`config.mk`:
```
export PLATFORM = sky130hd
export DESIGN_NAME = nct_top
export DESIGN_NICKNAME = d
export VERILOG_FILES = /design/src/shared/nct_pkg.sv /design/src/design/nct_chain.sv /design/src/design/nct_top.sv
export SDC_FILE = /design/constraint.sdc
export NUM_CORES = 1
export LEC_CHECK = 0
export BUFFER_PORTS_ARGS = -buffer_cell sky130_fd_sc_hd__buf_2
export CAP_MARGIN = 0
export CORE_AREA = 2 2 251 253
export CTS_CLUSTER_DIAMETER = 40
export DETAILED_ROUTE_END_ITERATION = 10
export DIE_AREA = 0 0 253 255
export PLACE_DENSITY_LB_ADDON = 0.15
export SYNTH_ARGS = -nofsm -noshare
export SYNTH_HDL_FRONTEND = slang
export SYNTH_HIERARCHICAL = 1
export SYNTH_SLANG_ARGS = --single-unit
```
`constraint.sdc`:
```
create_clock -name core_clk_i -period 2.85 [get_ports core_clk_i]
set_input_delay 0.1425 -clock core_clk_i [delete_from_list [all_inputs] [get_ports core_clk_i]]
set_output_delay 0.1425 -clock core_clk_i [all_outputs]
set_load 0.01 [all_outputs]
```
`src/shared/nct_pkg.sv`:
```
package nct_pkg;
  localparam int unsigned CLK_MHZ = 250;
  localparam int unsigned MODE_W = 3;
  localparam int unsigned SB_W = 8;
  localparam int unsigned CHAIN_CNT = 10;
  localparam int unsigned CHAIN_W = 60;
  // chain lengths (pin counts)
  localparam int unsigned LEN_A0 = 53;
  localparam int unsigned LEN_A1 = 53;
  localparam int unsigned LEN_A2 = 53;
  localparam int unsigned LEN_A3 = 53;
  localparam int unsigned LEN_A4 = 12;
  localparam int unsigned LEN_A5 = 16;
  localparam int unsigned LEN_A6 = 28;
  localparam int unsigned LEN_A7 = 26;
  localparam int unsigned LEN_A8 = 36;
  localparam int unsigned LEN_A9 = 36;
  localparam int unsigned LEN_A5_OLD = 17;
  localparam int unsigned LEN_B0 = 8;
  localparam int unsigned RD_CLK_POS = 16;
  // sideband bit order along the second-mode chain
  localparam logic [23:0] B0_ORDER = 24'hF74688;
  localparam logic [2:0] PAT_FIRST = 3'h0;
  localparam logic [2:0] PAT_SECOND = 3'h1;
  localparam logic [1:0] MODE_RST = 2'h0;

  typedef enum logic [1:0] {
    NCT_OFF = 2'h0,
    NCT_FIRST = 2'h1,
    NCT_SECOND = 2'h2
  } nct_mode_t;

  typedef struct packed {
    logic entry_n;
    logic [MODE_W-1:0] pattern_n;
  } nct_entry_t;

  typedef struct packed {
    logic [SB_W-1:0] sb_o;
    logic [SB_W-1:0] sb_oe;
    logic cpu_reset_out_n_n;
    logic cpu_reset_out_n_oe;
  } nct_pins_t;
endpackage : nct_pkg

```
`src/design/nct_chain.sv`:
```
`timescale 1ns/1ps
// one cascaded chain: each stage nands the next pin with the previous
module nct_chain #(
  parameter int unsigned LEN = 8
) (
  input wire logic [nct_pkg::CHAIN_W-1:0] pins_i,
  input wire logic seed_i,
  output logic out_o
);
  logic [LEN:0] stage;
  assign stage[0] = seed_i;
  genvar g;
  generate
    for (g = 0; g < LEN; g++) begin : g_stage
      assign stage[g+1] = ~(stage[g] & pins_i[g]);
    end
  endgenerate
  assign out_o = stage[LEN];
endmodule : nct_chain

```
`src/design/nct_top.sv`:
```
`timescale 1ns/1ps
// Operation
// second mode: eight sideband pins are inputs, result on cpu reset pin
// first mode: sideband pins drive the eight chain results
// second chain order is sideband 0,1,2,3,4,6,5,7
// read clock pad removed from chain A5 seventeenth place
// tester drops that pad and inverts the sixteen pins after it
// mobile strap: A5 tested together with A9, one output
// entry pin low latches pattern; 000 first mode, 001 second
// tester releases entry pin four write clocks after bus reset
// tester drives inputs high, then low one by one in order; the test does so for sideband only, chain pins random
// strap off: A4/A5 idle; on: they feed A8/A9
// chain outputs are pure cascades, no flops after mode latch
module nct_top (
  input wire logic core_clk_i,
  input wire logic rst_i,
  input wire logic test_entry_n_i,
  input wire logic [2:0] mode_pattern_n_i,
  input wire logic mobile_strap_n_i,
  input wire logic [599:0] chain_pins_i,
  input wire logic [7:0] sideband_i,
  output logic [7:0] sideband_o,
  output logic [7:0] sideband_oe_o,
  output logic cpu_reset_out_n_o,
  output logic cpu_reset_out_oe_o,
  output logic [1:0] mode_o
);
  typedef struct packed {
    nct_pkg::nct_entry_t s1;
    nct_pkg::nct_entry_t s2;
    logic strap1;
    logic strap2;
    nct_pkg::nct_mode_t mode;
    logic mobile_mode;
  } nct_state_t;

  nct_state_t st_q, st_d;
  logic [9:0] res;
  logic [59:0] b0_pins;
  logic b0_out;

  function automatic nct_pkg::nct_mode_t decode(input logic [2:0] p);
    case (p)
      nct_pkg::PAT_FIRST: decode = nct_pkg::NCT_FIRST;
      nct_pkg::PAT_SECOND: decode = nct_pkg::NCT_SECOND;
      default: decode = nct_pkg::NCT_OFF;
    endcase
  endfunction : decode

  // entry pin acts as a latch enable; sync first since pins are async
  always_comb begin
    st_d = st_q;
    st_d.s1.entry_n = test_entry_n_i;
    st_d.s1.pattern_n = mode_pattern_n_i;
    st_d.s2 = st_q.s1;
    st_d.strap1 = mobile_strap_n_i;
    st_d.strap2 = st_q.strap1;
    if (!st_q.s2.entry_n) begin
      st_d.mode = decode(st_q.s2.pattern_n);
      st_d.mobile_mode = ~st_q.strap2;
    end
  end

  always_ff @(posedge core_clk_i) begin
    if (rst_i) begin
      st_q <= '0;
    end else begin
      st_q <= st_d;
    end
  end

  localparam int unsigned LENS [10] = '{nct_pkg::LEN_A0, nct_pkg::LEN_A1,
    nct_pkg::LEN_A2, nct_pkg::LEN_A3, nct_pkg::LEN_A4, nct_pkg::LEN_A5,
    nct_pkg::LEN_A6, nct_pkg::LEN_A7, nct_pkg::LEN_A8, nct_pkg::LEN_A9};

  // A5 has sixteen stages now; the old read clock stage is gone
  genvar c;
  generate
    for (c = 0; c < 10; c++) begin : g_chain
      logic seed;
      if (c == 8 || c == 9) begin : g_pair
        // strap on: lower chain result feeds the paired chain
        assign seed = st_q.mobile_mode ? res[c-4] : 1'b1;
      end else begin : g_plain
        assign seed = 1'b1;
      end
      nct_chain #(.LEN(LENS[c])) u_chain (
        .pins_i(chain_pins_i[c*60 +: 60]),
        .seed_i(seed),
        .out_o(res[c])
      );
    end
  endgenerate

  // second chain fed in the documented sideband order
  generate
    for (c = 0; c < 8; c++) begin : g_b0
      assign b0_pins[c] = sideband_i[nct_pkg::B0_ORDER[c*3 +: 3]];
    end
  endgenerate
  assign b0_pins[59:8] = '0;

  nct_chain #(.LEN(nct_pkg::LEN_B0)) u_b0 (
    .pins_i(b0_pins),
    .seed_i(1'b1),
    .out_o(b0_out)
  );

  // results are pure cascades; a flop here would hide pin toggles
  // from the tester, so outputs follow combinationally
  always_comb begin
    sideband_o = '0;
    sideband_oe_o = '0;
    cpu_reset_out_n_o = 1'b1;
    cpu_reset_out_oe_o = 1'b0;
    mode_o = st_q.mode;
    if (st_q.mode == nct_pkg::NCT_FIRST) begin
      sideband_oe_o = 8'hFF;
      sideband_o = {res[7], res[6], res[9], res[8], res[3:0]};
    end else if (st_q.mode == nct_pkg::NCT_SECOND) begin
      cpu_reset_out_oe_o = 1'b1;
      cpu_reset_out_n_o = b0_out;
    end
  end
endmodule : nct_top

```
# After elaboration in Yosys (flattened, before gate mapping)

Index checks and enable logic that the tools add are counted.

Register bits after elaboration: 13
Latch bits: 0
Bits in writable memories: 0
ROM bits: 0
Input bits: 615
Output and inout port bits: 20
Word-level logic and storage cells: 761
Memories: 0

Add/sub/neg operators: 0
Multiply operators: 0
Divide/modulo/power cells: 0
$lt $le $gt $ge: 0
Equality and inequality tests: 3
Shift-type cells: 0
Muxes and demuxes: 9
Bitwise operators: 740
Reduce and logical (&&, ||, !) cells: 1

Operators with widths:

| cell                                                            | number |
|---|---|
| 1-bit inverter                                                  | 375 |
| 1-bit AND                                                       | 365 |
| 8-bit two-way mux                                               | 2 |
| 1-bit two-way mux                                               | 6 |
| 2-bit one-hot mux with 2 select lines                           | 1 |
| 3-bit by 1-bit == test with 1-bit output, second input constant | 1 |
| 3-bit zero test                                                 | 1 |
| 2-bit by 1-bit == test with 1-bit output, second input constant | 1 |
| 2-bit == test, second input constant                            | 1 |

# Longest topological paths before layout

Word-level depth: 106
Gate-level depth with buffers: 11

# Cells and area by module

Netlist, hierarchy kept.

By module, submodules not included:

| module                              | times used | cells an instance | area an instance (um^2) |
|---|---|---|---|
| nct_chain at g_chain[0].u_chain ... | 4          | 46                | 259.0 |
| nct_top                             | 1          | 58                | 536.8 |
| nct_chain at g_chain[8].u_chain ... | 2          | 31                | 186.4 |
| nct_chain at g_chain[7].u_chain     | 1          | 22                | 135.1 |
| nct_chain at g_chain[6].u_chain     | 1          | 26                | 131.4 |
| nct_chain at g_chain[5].u_chain     | 1          | 13                | 90.1 |
| nct_chain at g_chain[4].u_chain     | 1          | 10                | 47.5 |
| nct_chain at u_b0                   | 1          | 6                 | 33.8 |

# Least setup slack after synthesis

OpenSTA, ideal clock, no wires.

Path type: input-to-output
Start: input chain_pins_i[304]
End: output sideband_o[5]
Arrival time: 1344 ps
Slack: 1363 ps
Cell stages on the path: 11
Path through: inv_1 -> o21ai_1 -> a211oi_2 -> o221ai_2 -> nand2b_1 -> nand2_1 -> a21oi_1 -> a211oi_2 -> o21ai_0 -> a21o_1 -> and2_1

Longest elaborated chain between the ends: 98

Ends and longest elaborated chain:

| what                | RTL line        | source |
|---|---|---|
| start, declared     | nct_top.sv:20   | `input wire logic [599:0] chain_pins_i,` |
| 1-bit AND           | nct_chain.sv:15 | `assign stage[g+1] = ~(stage[g] & pins_i[g]);` |
| 1-bit inverter      | nct_chain.sv:15 |  |
| 1-bit AND           | nct_chain.sv:15 |  |
| 1-bit inverter      | nct_chain.sv:15 |  |
| 1-bit AND           | nct_chain.sv:15 |  |
| 1-bit inverter      | nct_chain.sv:15 |  |
| 1-bit AND           | nct_chain.sv:15 |  |
| 1-bit inverter      | nct_chain.sv:15 |  |
| [... 16 more ...]   | n/a             |  |
| net res[5]          | nct_top.sv:38   | `logic [9:0] res;` |
| [... 1 more ...]    | n/a             |  |
| net g_chain[9].seed | nct_top.sv:80   | `logic seed;` |
| [... 66 more ...]   | n/a             |  |
| 1-bit AND           | nct_chain.sv:15 |  |
| 1-bit inverter      | nct_chain.sv:15 |  |
| 1-bit AND           | nct_chain.sv:15 |  |
| 1-bit inverter      | nct_chain.sv:15 |  |
| 1-bit AND           | nct_chain.sv:15 |  |
| 1-bit inverter      | nct_chain.sv:15 |  |
| net res[9]          | nct_top.sv:38   |  |
| 8-bit two-way mux   | nct_top.sv:117  | `if (st_q.mode == nct_pkg::NCT_FIRST) begin` |
| end, declared       | nct_top.sv:22   | `output logic [7:0] sideband_o,` |

The timed path passes the listed nets, and every way through them passes these cells.

# Final worst setup path

Same ends and word-level chain as after synthesis.

==> metrics <==
GR Layer Usage met2 0.0999; Tcrit/Tclk final 0.766; Final setup viols 0; clk_skew 5.17 ps; CTS tree yes; PnR worst setup slack 667 ps; Cells after Synth 380; Core Region 62,200 µm²; IO Count 635; hold-critical path endpoint st_d[8]; vias in the first global route 4,295; GR Util met3 0.0119; initial antenna violation count 3; crit path launch type input pin; Initial Util 0.0383; worst slew pin tran 725 ps; FILL cells 7,399; Die Y 255 µm; Post-Place Worst Slack 533 ps; Placed Area 5350 µm²; reg-to-reg startpoint st_q[8]; Finished Layout Cells 1,581; Tot Pwr 991 µW; met1 Usage GRT 0.0517; H-tree levels 1; share of cells above drive strength 1 0.559; final hold violations 0; min Tclk post-route 2180 ps; leakage power total 2.67 nW; CTS Root Cell clkbuf_16; DRT antenna net count 0; CTS buffer count 3; Worst slew margin 0.515; Hold Slack 114 ps; Yosys warnings 6; crit path capture type primary output; Worst Hold Path Cells 2; global-route wire length before repair 23.8 mm; Worst Path Arrival 2040 ps; Worst Reg-to-Reg Cells 2; cts repair resizes 0; Routability Congestion 0.724; Sink Count 13; clk_lat worst skew 240 ps; total setup buffers inserted after CTS 0; Area growth, synth to finish 128%; Via Count 4,172; largest net degree at the start of global routing 17; Multi-input gate area 1800 µm²; register area 260 µm²; Final Cell Area 5430 µm²; Achievable Freq 458 MHz; worst hold path class in -> reg; DP HPWL 16.9 mm; HP Start test_entry_n_i; die width 253 µm; via/cell ratio 2.64; Synth Cell Area 2380 µm²; nets@finish 1,398; number of instances in the placed design 1,577; hold_buf cts 0; initial DRC count 61; mean cell area of the mapped netlist 6.26 µm²; Power Density 182 nW/µm²; GRT overflow 0; busiest grt layer met2; DR DRC count 0; diode count 0; Final Util 0.0874; RSZ-0062 raised after global routing false; reg-to-reg slack, setup 1770 ps; router iterations before antenna repair 4; IO buf count 400; CTS max path bufs 2; Routed Wire Length 17.6 mm; WL per Instance 11.1 µm; Required @ worst endpoint 2710 ps; Max rail drop VDD 0.000230 V; Worst-path clk slew 40 ps; crit-path max FO 2; die area 64,500 µm²; total track usage 0.0494; R2R Path End mode_o[1]; site row count 92; setup TNS 0 ps; Max-Cap Viols 0; outcome finished, final reports clean; Max Slew Vio Count 0; CP Class in -> out
-- power by group --
part           switching [mW]  total [mW]  internal (mW)  leakage, nW
registers             0.00523       0.197          0.192        0.108
logic                   0.247       0.531          0.285         2.52
clock network          0.0764       0.263          0.186       0.0409
total                   0.328       0.991          0.663         2.67
-- cell usage in the layout, fill, tap and decap left out, types with 2 or more instances in the layout --
| master | instances |
|---|---|
| a31oi_1 | 5 |
| o221ai_1 | 6 |
| a211o_1 | 4 |
| a21o_2 | 4 |
| nand2_1 | 33 |
| o21ai_1 | 41 |
| a21oi_1 | 23 |
| o21ai_2 | 8 |
| a211oi_2 | 6 |
| nand3_1 | 52 |
| nand4_4 | 4 |
| a2111oi_0 | 4 |
| conb_1 | 9 |
| a211oi_1 | 6 |
| dfxtp_1 | 13 |
| a41oi_1 | 4 |
| a21boi_1 | 2 |
| and2_1 | 12 |
| a221o_1 | 5 |
| nor2b_1 | 11 |
| clkbuf_16 | 3 |
| a21o_1 | 5 |
| inv_1 | 74 |
| nand2b_1 | 4 |
| o21ai_0 | 26 |
| nor2b_4 | 5 |
| buf_2 | 400 |
| nand3_2 | 2 |
-- per-layer routing --
layer	wire, µm	share of wire	vias up
li1	-	-	2140
met1	6410	0.36	1755
met2	9290	0.53	265
met3	1720	0.098	10
met4	180	0.010	2
met5	13	0.00074	-
-- worst max path at each step --
stage,depth (start not counted),end,slack [ps],from
2_1_floorplan,11,sideband_o[5],1360,chain_pins_i[304]
3_3_place_gp,14,sideband_o[5],530,chain_pins_i[309]
3_5_place_dp,14,sideband_o[5],530,chain_pins_i[309]
4_1_cts,14,sideband_o[5],540,chain_pins_i[309]
5_1_grt,14,sideband_o[5],400,chain_pins_i[309]
6_report,14,sideband_o[5],670,chain_pins_i[304]
-- flip-flops by register name, summed over array words and instances, names as in the netlist --
name    cells
st_q        6
st_d        5
mode_o      2
-- critical path, stage by stage --
cell and delay, ps:
buf_2 100, inv_1 40, o21ai_1 60, a211oi_2 270, o221ai_2 190, nand2b_1 190, nand2_1 60, a21oi_1 70
a211oi_2 160, o21ai_0 150, buf_4 180, a21o_1 160, and2_1 120, buf_2 140
-- cell type report --
class                           instances  area share
Clock buffer                            3      0.0138
Tap cell                              799       0.184
Sequential cell                        13      0.0479
Multi-Input combinational cell        289       0.331
Clock inverter                          1    0.000921
Timing Repair Buffer                  401       0.370
Inverter                               75      0.0518
Power figures use the tool's default switching activity.
